`src/hdl/ohc_host_fix.sv`:
```
// Spare design file; holds no logic.

```
`src/hdl/ohc_pkg.sv`:
```
// Constants, encodings and types for the OTP/ECC-aware NAND host controller.
// Assumes a 100 MHz ref_clk and an 8-bit asynchronous NAND die on the pins.
package ohc_pkg;

	// ------------------------------------------------------------
	// Clock and pin timing
	// ------------------------------------------------------------
	localparam int CLK_MHZ         = 100;
	localparam int PHASE_NS        = 20;   // One strobe phase
	localparam int PHASE_CYC       = (PHASE_NS * CLK_MHZ + 999) / 1000;
	localparam int SETTLE_NS       = 200;  // Let ready/busy fall before polling
	localparam int SETTLE_CYC      = (SETTLE_NS * CLK_MHZ + 999) / 1000;

	// ------------------------------------------------------------
	// Register map (byte offsets on APB)
	// ------------------------------------------------------------
	localparam logic [7:0] REG_CTRL    = 8'h00;
	localparam logic [7:0] REG_ADDR    = 8'h04;
	localparam logic [7:0] REG_DATA    = 8'h08;
	localparam logic [7:0] REG_STATUS  = 8'h0c;
	localparam logic [7:0] REG_CONFIG  = 8'h10;

	// CTRL fields
	localparam int CTRL_OP_LSB   = 0;
	localparam int CTRL_P1_LSB   = 8;
	// STATUS fields
	localparam int ST_BUSY_BIT   = 0;
	localparam int ST_FAIL_BIT   = 1;
	localparam int ST_PROT_BIT   = 2;
	localparam int ST_REFUSE_BIT = 3;
	localparam int ST_BAD_BIT    = 4;
	localparam int ST_RB_BIT     = 5;
	localparam int ST_MODE_LSB   = 6;
	localparam int ST_BYTE_LSB   = 8;
	localparam int ST_PCNT_LSB   = 16;
	localparam int ST_ECC_LSB    = 20;
	// CONFIG fields
	localparam int CFG_ECC_BIT   = 0;
	localparam int CFG_WEAR_BIT  = 1;
	localparam logic [31:0] CFG_RESET = 32'h0000_0000;

	// ------------------------------------------------------------
	// NAND command and feature values
	// ------------------------------------------------------------
	localparam logic [7:0] CMD_READ       = 8'h00;
	localparam logic [7:0] CMD_READ_GO    = 8'h30;
	localparam logic [7:0] CMD_COL_OUT    = 8'h05;
	localparam logic [7:0] CMD_COL_OUT_GO = 8'he0;
	localparam logic [7:0] CMD_PROG       = 8'h80;
	localparam logic [7:0] CMD_PROG_GO    = 8'h10;
	localparam logic [7:0] CMD_STATUS     = 8'h70;
	localparam logic [7:0] CMD_SET_FEAT   = 8'hef;
	localparam logic [7:0] FEAT_OTP       = 8'h90;
	localparam logic [7:0] P1_NORMAL      = 8'h00;
	localparam logic [7:0] P1_OTP_OPER    = 8'h01;
	localparam logic [7:0] P1_OTP_PROTECT = 8'h03;
	localparam logic [7:0] ZERO_BYTE      = 8'h00;
	localparam int STS_FAIL_BIT = 0;
	localparam int STS_RDY_BIT  = 5;

	// OTP page window and bad-block mark
	localparam logic [15:0] OTP_PAGE_LO   = 16'h0002;
	localparam logic [15:0] OTP_PAGE_HI   = 16'h001f;
	localparam logic [15:0] SPARE_COL     = 16'd2048;
	localparam logic [7:0]  BAD_MARK      = 8'h00;

	// Internal ECC layout and limits
	localparam logic [3:0]  PARITY_LO     = 4'h8;  // Parity at 8..F per group
	localparam int          MAX_PARTIALS  = 4;
	localparam logic [3:0]  ECC_BITS_STD  = 4'd4;  // Per 528 bytes
	localparam logic [3:0]  ECC_BITS_BLK0 = 4'd1;  // Block 0, under 1000 cycles
	localparam logic [3:0]  ECC_BITS_INT  = 4'd0;  // Die corrects itself

	// ------------------------------------------------------------
	// Types
	// ------------------------------------------------------------
	typedef enum logic [3:0] {
		OP_NONE    = 4'b0000,
		OP_FEATURE = 4'b0001,
		OP_PROTECT = 4'b0010,
		OP_PROGRAM = 4'b0011,
		OP_READ    = 4'b0100,
		OP_COLOUT  = 4'b0101,
		OP_RDBYTE  = 4'b0110,
		OP_STATUS  = 4'b0111
	} ohc_op_type;

	typedef enum logic [2:0] {
		K_CMD  = 3'b000,
		K_ADR  = 3'b001,
		K_WR   = 3'b010,
		K_RD   = 3'b011,
		K_WAIT = 3'b100,
		K_END  = 3'b101
	} ohc_kind_type;

	typedef enum logic [1:0] {
		MODE_NORMAL  = 2'b00,
		MODE_OTP     = 2'b01,
		MODE_PROTECT = 2'b11
	} ohc_mode_type;

	typedef enum logic [2:0] {
		S_IDLE   = 3'b000,
		S_ISSUE  = 3'b001,
		S_CYCLE  = 3'b010,
		S_SETTLE = 3'b011,
		S_BUSY   = 3'b100
	} ohc_state_type;

endpackage

```
`src/hdl/ohc_tick_gen.sv`:
```
// Phase enable divider for the NAND pin sequencer.
// Assumes a single free-running ref_clk; emits one-cycle enable pulses.
`timescale 1ns/1ps
module ohc_tick_gen
	import ohc_pkg::*;
(
	input  wire logic ref_clk,
	input  wire logic arst_n,
	output logic      tick
);

	localparam logic [7:0] DIV_LAST = 8'(PHASE_CYC - 1);

	logic [7:0] count;

	// ------------------------------------------------------------
	// Divider
	// ------------------------------------------------------------
	// Free-running so every phase has the same width, at a cost of
	// up to one phase of latency on the first strobe
	always_ff @(posedge ref_clk or negedge arst_n)
	begin
		if (!arst_n)
		begin
			count <= 8'h00;
			tick  <= 1'b0;
		end
		else
		begin
			tick  <= (count == DIV_LAST);
			count <= (count == DIV_LAST) ? 8'h00 : count + 8'h01;
		end
	end

endmodule

```
`src/hdl/ohc_pin_cycle.sv`:
```
// One NAND bus cycle: command, address, data-in or data-out latch.
// Assumes tick is a one-cycle enable; start is honoured only when idle.
`timescale 1ns/1ps
module ohc_pin_cycle
	import ohc_pkg::*;
(
	input  wire logic       ref_clk,
	input  wire logic       arst_n,
	input  wire logic       tick,
	input  wire logic       start,
	input  wire logic [2:0] kind,
	input  wire logic [7:0] wbyte,
	input  wire logic [7:0] ioIn,
	output logic            cle,
	output logic            ale,
	output logic            weN,
	output logic            readStrobeN,
	output logic [7:0]      ioOut,
	output logic            ioOe,
	output logic [7:7]      spare,
	output logic [7:0]      rbyte,
	output logic            done
);

	logic [1:0] phase;
	logic       active;
	logic       isRead;

	assign spare = 1'b0;

	// ------------------------------------------------------------
	// Phase sequencer
	// ------------------------------------------------------------
	// Phase 0 sets up, 1 holds the strobe low, 2 raises it, 3 releases
	always_ff @(posedge ref_clk or negedge arst_n)
	begin
		if (!arst_n)
		begin
			phase       <= 2'd0;
			active      <= 1'b0;
			isRead      <= 1'b0;
			cle         <= 1'b0;
			ale         <= 1'b0;
			weN         <= 1'b1;
			readStrobeN <= 1'b1;
			ioOut       <= 8'h00;
			ioOe        <= 1'b0;
			rbyte       <= 8'h00;
			done        <= 1'b0;
		end
		else
		begin
			done <= 1'b0;
			if (!active && start)
			begin
				active <= 1'b1;
				phase  <= 2'd0;
				isRead <= (kind == K_RD);
				cle    <= (kind == K_CMD);
				ale    <= (kind == K_ADR);
				ioOut  <= wbyte;
				ioOe   <= (kind != K_RD);
			end
			else if (active && tick)
			begin
				phase <= phase + 2'd1;
				unique case (phase)
					2'd0:
					begin
						weN         <= isRead;
						readStrobeN <= !isRead;
					end
					2'd1: ;
					2'd2:
					begin
						// Sample while the die still drives the bus
						if (isRead)
							rbyte <= ioIn;
						weN         <= 1'b1;
						readStrobeN <= 1'b1;
					end
					2'd3:
					begin
						cle    <= 1'b0;
						ale    <= 1'b0;
						ioOe   <= 1'b0;
						active <= 1'b0;
						done   <= 1'b1;
					end
				endcase
			end
		end
	end

endmodule

```
`src/hdl/ohc_host.sv`:
```
// NAND host controller for OTP access, OTP protection and ECC bookkeeping.
// Assumes an APB master on the register side and one 8-bit asynchronous
// NAND die on the pin side; pin inputs are synchronous to ref_clk.
`timescale 1ns/1ps

// What this block does
// - Protect mode entry: set-feature 90h, first parameter 03h, three 00h.
// - In protect mode, program 80h, four 00h addresses, data 00h, 10h.
// - Only read-status 70h queries status in OTP mode; bit 5 mirrors busy.
// - After ready, status bit 0 tells pass or fail of the OTP operation.
// - OTP read: 00h, two column bytes, page 02h-1Fh, two zeros, 30h.
// - Never use cached page read on OTP pages.
// - With internal ECC off, host needs 4 bits per 528 bytes.
// - Block 0 under 1000 cycles needs 1 bit per 528 bytes.
// - After ECC read, status bit 0 flags an uncorrectable error.
// - After status following a read, issue 00h to resume data output.
// - ECC on: one partial program per unit, no parity writes, four max; the block counts programs per page and does not track units.
// - Exit OTP modes: feature 90h, first parameter 00h.
// - OTP operation entry: feature 90h, first parameter 01h, three 00h.
module ohc_host
	import ohc_pkg::*;
(
	input  wire logic        ref_clk,
	input  wire logic        arst_n,
	input  wire logic [7:0]  paddr,
	input  wire logic        psel,
	input  wire logic        penable,
	input  wire logic        pwrite,
	input  wire logic [31:0] pwdata,
	output logic [31:0]      prdata,
	output logic             pready,
	output logic             pslverr,
	output logic             chipEnableN,
	output logic             cle,
	output logic             ale,
	output logic             weN,
	output logic             readStrobeN,
	output logic             writeProtectN,
	output logic [7:0]       ioOut,
	output logic             ioOe,
	input  wire logic [7:0]  ioIn,
	input  wire logic        readyBusyN
);

	localparam logic [7:0] SETTLE_LAST = 8'(SETTLE_CYC - 1);

	ohc_state_type state;
	ohc_op_type    op;
	ohc_mode_type  mode;
	logic [3:0]    stepIdx;
	logic [10:0]   step;
	logic [15:0]   col;
	logic [15:0]   row;
	logic [7:0]    p1;
	logic [7:0]    wdata;
	logic [7:0]    dataByte;
	logic [7:0]    statusByte;
	logic [15:0]   curCol;
	logic [15:0]   lastProgRow;
	logic [2:0]    partials;
	logic [7:0]    settle;
	logic          opFail;
	logic          protectedOtp;
	logic          refused;
	logic          badMark;
	logic          eccOn;
	logic          block0LowWear;
	logic          tick;
	logic          cycStart;
	logic          cycDone;
	logic [7:0]    cycByte;
	logic [7:0]    dataByteWire;
	logic [0:0]    unusedSpare;
	logic          apbWrite;
	logic          ctrlWrite;
	logic          accept;
	logic          refuseNow;
	logic [3:0]    minEccBits;
	logic [31:0]   statusWord;
	logic          parityCol;
	logic          samePage;
	logic          otpPageOk;

	// ------------------------------------------------------------
	// Step table
	// ------------------------------------------------------------
	// Each operation is a short list of pin cycles; K_WAIT sleeps on
	// ready/busy and K_END closes the operation
	function automatic logic [10:0] stepOf(
		input ohc_op_type op_i,
		input logic [3:0] i,
		input logic [15:0] c,
		input logic [15:0] r,
		input logic [7:0]  pa,
		input logic [7:0]  wd
	);
		logic [10:0] s;
		s = {K_END, ZERO_BYTE};
		unique case (op_i)
			OP_FEATURE:
				case (i)
					4'd0: s = {K_CMD, CMD_SET_FEAT};
					4'd1: s = {K_ADR, FEAT_OTP};
					4'd2: s = {K_WR, pa};
					4'd3, 4'd4, 4'd5: s = {K_WR, ZERO_BYTE};
					4'd6: s = {K_WAIT, ZERO_BYTE};
					default: s = {K_END, ZERO_BYTE};
				endcase
			OP_PROTECT:
				case (i)
					4'd0: s = {K_CMD, CMD_PROG};
					4'd1, 4'd2, 4'd3, 4'd4: s = {K_ADR, ZERO_BYTE};
					4'd5: s = {K_WR, ZERO_BYTE};
					4'd6: s = {K_CMD, CMD_PROG_GO};
					4'd7: s = {K_WAIT, ZERO_BYTE};
					4'd8: s = {K_CMD, CMD_STATUS};
					4'd9: s = {K_RD, ZERO_BYTE};
					default: s = {K_END, ZERO_BYTE};
				endcase
			OP_PROGRAM:
				case (i)
					4'd0: s = {K_CMD, CMD_PROG};
					4'd1: s = {K_ADR, c[7:0]};
					4'd2: s = {K_ADR, c[15:8]};
					4'd3: s = {K_ADR, r[7:0]};
					4'd4: s = {K_ADR, r[15:8]};
					4'd5: s = {K_WR, wd};
					4'd6: s = {K_CMD, CMD_PROG_GO};
					4'd7: s = {K_WAIT, ZERO_BYTE};
					4'd8: s = {K_CMD, CMD_STATUS};
					4'd9: s = {K_RD, ZERO_BYTE};
					default: s = {K_END, ZERO_BYTE};
				endcase
			OP_READ:
				case (i)
					4'd0: s = {K_CMD, CMD_READ};
					4'd1: s = {K_ADR, c[7:0]};
					4'd2: s = {K_ADR, c[15:8]};
					4'd3: s = {K_ADR, r[7:0]};
					4'd4: s = {K_ADR, r[15:8]};
					4'd5: s = {K_ADR, ZERO_BYTE};
					4'd6: s = {K_CMD, CMD_READ_GO};
					4'd7: s = {K_WAIT, ZERO_BYTE};
					4'd8: s = {K_CMD, CMD_STATUS};
					4'd9: s = {K_RD, ZERO_BYTE};
					4'd10: s = {K_CMD, CMD_READ};
					default: s = {K_END, ZERO_BYTE};
				endcase
			OP_COLOUT:
				case (i)
					4'd0: s = {K_CMD, CMD_COL_OUT};
					4'd1: s = {K_ADR, c[7:0]};
					4'd2: s = {K_ADR, c[15:8]};
					4'd3: s = {K_CMD, CMD_COL_OUT_GO};
					default: s = {K_END, ZERO_BYTE};
				endcase
			OP_RDBYTE:
				s = (i == 4'd0) ? {K_RD, ZERO_BYTE} : {K_END, ZERO_BYTE};
			OP_STATUS:
				case (i)
					4'd0: s = {K_CMD, CMD_STATUS};
					4'd1: s = {K_RD, ZERO_BYTE};
					default: s = {K_END, ZERO_BYTE};
				endcase
			default: s = {K_END, ZERO_BYTE};
		endcase
		return s;
	endfunction

	assign step    = stepOf(op, stepIdx, col, row, p1, wdata);
	assign cycByte = step[7:0];

	// ------------------------------------------------------------
	// Pin cycle engine
	// ------------------------------------------------------------
	ohc_tick_gen u_tick (
		.ref_clk (ref_clk),
		.arst_n  (arst_n),
		.tick    (tick)
	);

	ohc_pin_cycle u_cycle (
		.ref_clk     (ref_clk),
		.arst_n      (arst_n),
		.tick        (tick),
		.start       (cycStart),
		.kind        (step[10:8]),
		.wbyte       (cycByte),
		.ioIn        (ioIn),
		.cle         (cle),
		.ale         (ale),
		.weN         (weN),
		.readStrobeN (readStrobeN),
		.ioOut       (ioOut),
		.ioOe        (ioOe),
		.spare       (unusedSpare),
		.rbyte       (dataByteWire),
		.done        (cycDone)
	);

	// ------------------------------------------------------------
	// Request checks
	// ------------------------------------------------------------
	// Parity bytes live at 8..F of each 16-byte spare group past 2048
	assign parityCol = col[11] && (col[10:6] == 5'd0)
		&& (col[3:0] >= PARITY_LO);
	assign samePage  = (row == lastProgRow);
	assign otpPageOk = (row >= OTP_PAGE_LO) && (row <= OTP_PAGE_HI);

	assign apbWrite  = psel && penable && pready && pwrite;
	assign ctrlWrite = apbWrite && (paddr == REG_CTRL);

	always_comb
	begin
		refuseNow = 1'b0;
		unique case (ohc_op_type'(pwdata[CTRL_OP_LSB +: 4]))
			OP_FEATURE: refuseNow = !(pwdata[CTRL_P1_LSB +: 8] == P1_NORMAL
				|| pwdata[CTRL_P1_LSB +: 8] == P1_OTP_OPER
				|| pwdata[CTRL_P1_LSB +: 8] == P1_OTP_PROTECT);
			OP_PROTECT: refuseNow = (mode != MODE_PROTECT);
			OP_PROGRAM: refuseNow = eccOn && (parityCol
				|| (samePage && partials >= 3'(MAX_PARTIALS)));
			OP_READ:    refuseNow = (mode == MODE_OTP) && !otpPageOk;
			OP_COLOUT, OP_RDBYTE, OP_STATUS: refuseNow = 1'b0;
			default:    refuseNow = 1'b1;
		endcase
	end

	// A new order is taken only while idle, so every command, read-status
	// 70h included, waits for the die to be ready
	assign accept = ctrlWrite && (state == S_IDLE) && !refuseNow;

	// ------------------------------------------------------------
	// Sequencer
	// ------------------------------------------------------------
	always_ff @(posedge ref_clk or negedge arst_n)
	begin
		if (!arst_n)
		begin
			state       <= S_IDLE;
			stepIdx     <= 4'd0;
			settle      <= 8'h00;
			cycStart    <= 1'b0;
			chipEnableN <= 1'b1;
		end
		else
		begin
			cycStart <= 1'b0;
			unique case (state)
				S_IDLE:
					if (accept)
					begin
						state       <= S_ISSUE;
						stepIdx     <= 4'd0;
						chipEnableN <= 1'b0;
					end
				S_ISSUE:
					unique case (ohc_kind_type'(step[10:8]))
						K_END:
						begin
							state       <= S_IDLE;
							chipEnableN <= 1'b1;
						end
						K_WAIT:
						begin
							state  <= S_SETTLE;
							settle <= 8'h00;
						end
						K_CMD, K_ADR, K_WR, K_RD:
						begin
							state    <= S_CYCLE;
							cycStart <= 1'b1;
						end
						default: state <= S_IDLE;
					endcase
				S_CYCLE:
					if (cycDone)
					begin
						state   <= S_ISSUE;
						stepIdx <= stepIdx + 4'd1;
					end
				S_SETTLE:
				begin
					// Busy may not fall at once; hold off the ready test
					settle <= settle + 8'h01;
					if (settle == SETTLE_LAST)
						state <= S_BUSY;
				end
				S_BUSY:
					if (readyBusyN)
					begin
						state   <= S_ISSUE;
						stepIdx <= stepIdx + 4'd1;
					end
				default: state <= S_IDLE;
			endcase
		end
	end

	// ------------------------------------------------------------
	// Order latches
	// ------------------------------------------------------------
	always_ff @(posedge ref_clk or negedge arst_n)
	begin
		if (!arst_n)
		begin
			op    <= OP_NONE;
			p1    <= 8'h00;
			col   <= 16'h0000;
			row   <= 16'h0000;
			wdata <= 8'h00;
		end
		else
		begin
			if (accept)
			begin
				op <= ohc_op_type'(pwdata[CTRL_OP_LSB +: 4]);
				p1 <= pwdata[CTRL_P1_LSB +: 8];
			end
			if (apbWrite && paddr == REG_ADDR && state == S_IDLE)
			begin
				col <= pwdata[15:0];
				row <= pwdata[31:16];
			end
			if (apbWrite && paddr == REG_DATA && state == S_IDLE)
				wdata <= pwdata[7:0];
		end
	end

	// ------------------------------------------------------------
	// Results and host-side bookkeeping
	// ------------------------------------------------------------
	always_ff @(posedge ref_clk or negedge arst_n)
	begin
		if (!arst_n)
		begin
			dataByte     <= 8'h00;
			statusByte   <= 8'h00;
			opFail       <= 1'b0;
			protectedOtp <= 1'b0;
			badMark      <= 1'b0;
			curCol       <= 16'h0000;
			mode         <= MODE_NORMAL;
		end
		else
		begin
			if (accept && (op == OP_NONE || 1'b1))
			begin
				if (pwdata[CTRL_OP_LSB +: 4] == OP_READ
					|| pwdata[CTRL_OP_LSB +: 4] == OP_COLOUT)
					curCol <= col;
			end
			if (state == S_CYCLE && cycDone && step[10:8] == K_RD)
			begin
				if (op == OP_RDBYTE)
				begin
					dataByte <= dataByteWire;
					curCol   <= curCol + 16'h0001;
					if (curCol == SPARE_COL)
						badMark <= (dataByteWire == BAD_MARK);
				end
				else
				begin
					statusByte <= dataByteWire;
					opFail     <= dataByteWire[STS_FAIL_BIT];
					if (op == OP_PROTECT && !dataByteWire[STS_FAIL_BIT])
						protectedOtp <= 1'b1;
				end
			end
			if (state == S_ISSUE && step[10:8] == K_END && op == OP_FEATURE)
			begin
				unique case (p1)
					P1_OTP_OPER:    mode <= MODE_OTP;
					P1_OTP_PROTECT: mode <= MODE_PROTECT;
					default:        mode <= MODE_NORMAL;
				endcase
			end
		end
	end

	// Partial programs per page, counted whether or not internal ECC is on
	always_ff @(posedge ref_clk or negedge arst_n)
	begin
		if (!arst_n)
		begin
			partials    <= 3'd0;
			lastProgRow <= 16'hffff;
		end
		else if (accept && pwdata[CTRL_OP_LSB +: 4] == OP_PROGRAM)
		begin
			lastProgRow <= row;
			partials    <= samePage ? partials + 3'd1 : 3'd1;
		end
	end

	// Refused orders stay flagged until the next accepted order
	always_ff @(posedge ref_clk or negedge arst_n)
	begin
		if (!arst_n)
			refused <= 1'b0;
		else if (ctrlWrite)
			refused <= !accept;
	end

	// ------------------------------------------------------------
	// Register file
	// ------------------------------------------------------------
	always_ff @(posedge ref_clk or negedge arst_n)
	begin
		if (!arst_n)
		begin
			eccOn         <= CFG_RESET[CFG_ECC_BIT];
			block0LowWear <= CFG_RESET[CFG_WEAR_BIT];
		end
		else if (apbWrite && paddr == REG_CONFIG)
		begin
			eccOn         <= pwdata[CFG_ECC_BIT];
			block0LowWear <= pwdata[CFG_WEAR_BIT];
		end
	end

	// Correction software must still apply per 528-byte unit
	always_comb
	begin
		if (eccOn)
			minEccBits = ECC_BITS_INT;
		else if (block0LowWear && row[15:6] == 10'd0)
			minEccBits = ECC_BITS_BLK0;
		else
			minEccBits = ECC_BITS_STD;
	end

	always_comb
	begin
		statusWord = 32'h0000_0000;
		statusWord[ST_BUSY_BIT]           = (state != S_IDLE);
		statusWord[ST_FAIL_BIT]           = opFail;
		statusWord[ST_PROT_BIT]           = protectedOtp;
		statusWord[ST_REFUSE_BIT]         = refused;
		statusWord[ST_BAD_BIT]            = badMark;
		statusWord[ST_RB_BIT]             = readyBusyN;
		statusWord[ST_MODE_LSB +: 2]      = mode;
		statusWord[ST_BYTE_LSB +: 8]      = statusByte;
		statusWord[ST_PCNT_LSB +: 3]      = partials;
		statusWord[ST_ECC_LSB +: 4]       = minEccBits;
	end

	// One wait state: pready rises in the second access cycle
	always_ff @(posedge ref_clk or negedge arst_n)
	begin
		if (!arst_n)
		begin
			pready  <= 1'b0;
			pslverr <= 1'b0;
			prdata  <= 32'h0000_0000;
		end
		else
		begin
			pready  <= psel && penable && !pready;
			pslverr <= 1'b0;
			prdata  <= 32'h0000_0000;
			if (psel && penable && !pready)
			begin
				unique case (paddr)
					REG_CTRL:   prdata <= {16'h0000, p1, 4'h0, op};
					REG_ADDR:   prdata <= {row, col};
					REG_DATA:   prdata <= {24'h000000, dataByte};
					REG_STATUS: prdata <= statusWord;
					REG_CONFIG: prdata <= {30'h0, block0LowWear, eccOn};
					default:    pslverr <= 1'b1;
				endcase
			end
		end
	end

	// The die is write-protected from this side only while arst_n is low
	always_ff @(posedge ref_clk or negedge arst_n)
	begin
		if (!arst_n)
			writeProtectN <= 1'b0;
		else
			writeProtectN <= 1'b1;
	end

endmodule

```
`config.mk`:
```
export PLATFORM = sky130hd
export DESIGN_NAME = ohc_host
export DESIGN_NICKNAME = d
export VERILOG_FILES = /design/src/hdl/ohc_host_fix.sv /design/src/hdl/ohc_pkg.sv /design/src/hdl/ohc_tick_gen.sv /design/src/hdl/ohc_pin_cycle.sv /design/src/hdl/ohc_host.sv
export SDC_FILE = /design/constraint.sdc
export NUM_CORES = 1
export LEC_CHECK = 0
export BUFFER_PORTS_ARGS = -buffer_cell sky130_fd_sc_hd__buf_4
export CORE_MARGIN = 3
export CORE_UTILIZATION = 55
export CTS_CLUSTER_DIAMETER = 120
export DETAILED_ROUTE_END_ITERATION = 16
export PLACE_DENSITY = 0.75
export REMOVE_ABC_BUFFERS = 1
export SLEW_MARGIN = 20
export SYNTH_ARGS = -nofsm -noshare
export SYNTH_HDL_FRONTEND = slang
export SYNTH_HIERARCHICAL = 1
export SYNTH_SLANG_ARGS = --single-unit
```
`constraint.sdc`:
```
create_clock -name ref_clk -period 4.5 [get_ports ref_clk]
set_input_delay 0.9 -clock ref_clk [delete_from_list [all_inputs] [get_ports ref_clk]]
set_output_delay 0.9 -clock ref_clk [all_outputs]
set_load 0.03 [all_outputs]
```
==> summary.txt <==
Status
  • Status: finished clean

Global route
  • Largest net degree at the start of global routing: 110
  • First-pass GRT wire length: 44020 um
  • Initial antenna violation count: 0
  • Vias in the first global route: 8349
  • Total global routing overflow: 0
  • Overall global routing resource usage: 26.89%

Detailed routing
  • Initial drt markers: 994
  • Post-DR vias/cell: 6.299
  • DR DRC count: 0
  • Number of routed nets with antenna violations: 0
  • WL per Instance: 20.34 um
  • DR pass1 iterations: 8
  • Routed WL: 27050 um
  • Vias post-DR: 8378

Power and ir drop
  • Seq pwr share: 51.3%
  • PwrDens: 291.4 nW/um^2
  • Sw Share: 23.01%
  • NetSw: 0.0008011 W
  • Max IR drop VDD: 0.0002347 V
  • Leakage: 5.538 nW
  • Comb pwr share: 3.6%
  • Clock network fraction of total power: 45.1%
  • Internal power: 0.002681 W

Setup path
  • Crit. End Element: flip-flop
  • Kind of critical path: flip-flop to flip-flop
  • WP buf/inv: 1
  • CP Max Fanout: 21
  • Worst reg2reg setup slack: 800 ps
  • End of the worst register-to-register path: statusByte[1]
  • CP top delay family: simple AND/OR/NAND/NOR gates
  • Worst setup path startpoint: stepIdx[0]
  • Worst EP required: 4830 ps
  • Worst R2R Path Depth: 8
  • CP max-delay cell: and4_1
  • CP startpoint kind: flip-flop
  • Crit path to: statusByte[1]
  • CP max stage delay: 670 ps
  • Critical path depth: 8
  • Critical-path cell list: inv_1 > ha_1 > nor3b_1 > or4_1 > nand4_1 > a211oi_1 > and4_1 > mux2_2
  • Arr. time, crit path: 4030 ps
  • FF-to-FF Start: stepIdx[0]

Timing
  • Fin crit period: 3703 ps
  • Final setup vio count: 0
  • Worst-Margin Slew: 918.2 ps
  • Max-slew headroom: 37.95%
  • Worst setup margin: 797.1 ps
  • Fin Setup TNS: 0 ps
  • Final Hold Viols: 0
  • Fin Hold WS: 473.2 ps
  • FMAX: 270.1 MHz
  • Crit share post-route: 82.29%
  • Final Skew: 14.46 ps
  • Unrepaired setup endpoints after global routing: false
  • Max-slew violation count: 0

CTS
  • CTS Buf Count: 17
  • CTS Sinks: 197
  • Cts repair resizes: 0
  • Htree depth: 4
  • Max Root-Sink Buffers: 2
  • Post-CTS Repair Setup Buffers: 0
  • Root buf cell: clkbuf_16
  • CTS tree: yes
  • Hold_buf cts: 0
  • Clock Latency Late Sink: 440 ps
  • Clock transition at the registers of the reported paths: 80 ps

Yosys
  • Mean Syn Cell Area: 10.36 sq um
  • Mapped Area: 10490 sq um
  • Post-Synthesis Cells: 1013
  • Synth Warn #: 6

Cells and area
  • Share of cells above drive strength 1: 26.70%
  • Fin util: 65.20%
  • # diodes: 0
  • Final net count: 1159
  • Layout area overhead: 13.93%
  • Non-filler cells, final: 1330

Place
  • Detail Placement HPWL: 19170 um
  • PortBufs: 102
  • RD Place Congestion: 0.9647
  • Pre-CTS setup slack: 902.3 ps
  • Dpl cells: 1299

Floorplanning
  • Starting Density: 57.22%
  • Placeable Area: 18330 sq um
  • Std cell rows: 49
  • Die X: 144.1 um
  • Die Area: 20770 sq um
  • Number of placed I/O pins: 103
  • Die H: 144.1 um

Run
  • Max_cap viols: 0

Hold path
  • Worst hold path type: flip-flop to flip-flop
==> cell usage in the layout, fill, tap and decap left out, types with 16 or more instances in the layout <==
cell,n
nand3_1,49
dfstp_2,19
nor2_1,75
buf_4,113
o21ai_0,28
ha_1,16
dfrtp_1,178
nand2_1,110
xnor2_1,22
a21oi_1,30
inv_1,29
nor3_1,19
a31oi_1,16
mux2i_1,16
mux2_2,87
clkbuf_16,17
and3_1,25
==> metrics by stage <==
step / instance area (sq um) / total power, W
2_1_floorplan: 10190 / 0.001842
3_3_place_gp: 11340 / 0.001944
3_5_place_dp: 11340 / 0.001946
4_1_cts: 11950 / 0.003508
5_1_grt: 11950 / 0.003595
6_report: 11950 / 0.003482
==> area by class of cell <==
class / count / area (sq um)
clock inverter: 12 / 165.2
clock buffer: 19 / 442.9
inverter: 30 / 112.6
multi-input combinational: 729 / 5129
timing repair buffer: 114 / 862.1
tap: 229 / 286.5
fill: 1496 / 6380
sequential: 197 / 4954
==> registers in the layout, summed over array words and instances, names as in the netlist, 8 cells and up <==
name and count:
col 16, settle 8, row 16, statusByte 8
prdata 32, curCol 16, u_cycle/ioOut 8, dataByte 8
u_cycle/rbyte 8, lastProgRow 16, p1 8, u_tick/count 8
wdata 8
==> power groups by stage <==
stage / logic, W / clock network [W] / registers [W]
after floorplan: 0.0000228 / 0 / 0.00182
after global placement: 0.000126 / 0 / 0.00182
after CTS: 0.000128 / 0.00160 / 0.00178
after global routing: 0.000140 / 0.00167 / 0.00179
after detailed placement: 0.000127 / 0 / 0.00182
final: 0.000126 / 0.00157 / 0.00178
==> how the worst min path moves through the flow <==
stage | startpoint | endpoint | slack (ps) | depth (start not counted)
3_3_place_gp | protectedOtp | protectedOtp | 440 | 1
5_1_grt | protectedOtp | protectedOtp | 510 | 1
4_1_cts | dataByte[6] | dataByte[6] | 470 | 2
3_5_place_dp | protectedOtp | protectedOtp | 450 | 1
2_1_floorplan | protectedOtp | protectedOtp | 420 | 1
6_report | dataByte[7] | dataByte[7] | 470 | 2
==> tightest hold or removal path, delay by kind of cell (launching register included) <==
family / cells / cell delay, ps
flip-flops: 1 / 340
AND/OR/NAND/NOR: 2 / 100
==> metal layers <==
layer	vias to the layer above	global-route usage (%)	part of all wire, %
met5	-	0	0
met4	0	10.26	2.9
met3	61	4.597	6.1
met2	310	43.21	48
met1	4155	36.80	43
li1	3852	-	-
Power figures use the tool's default switching activity.
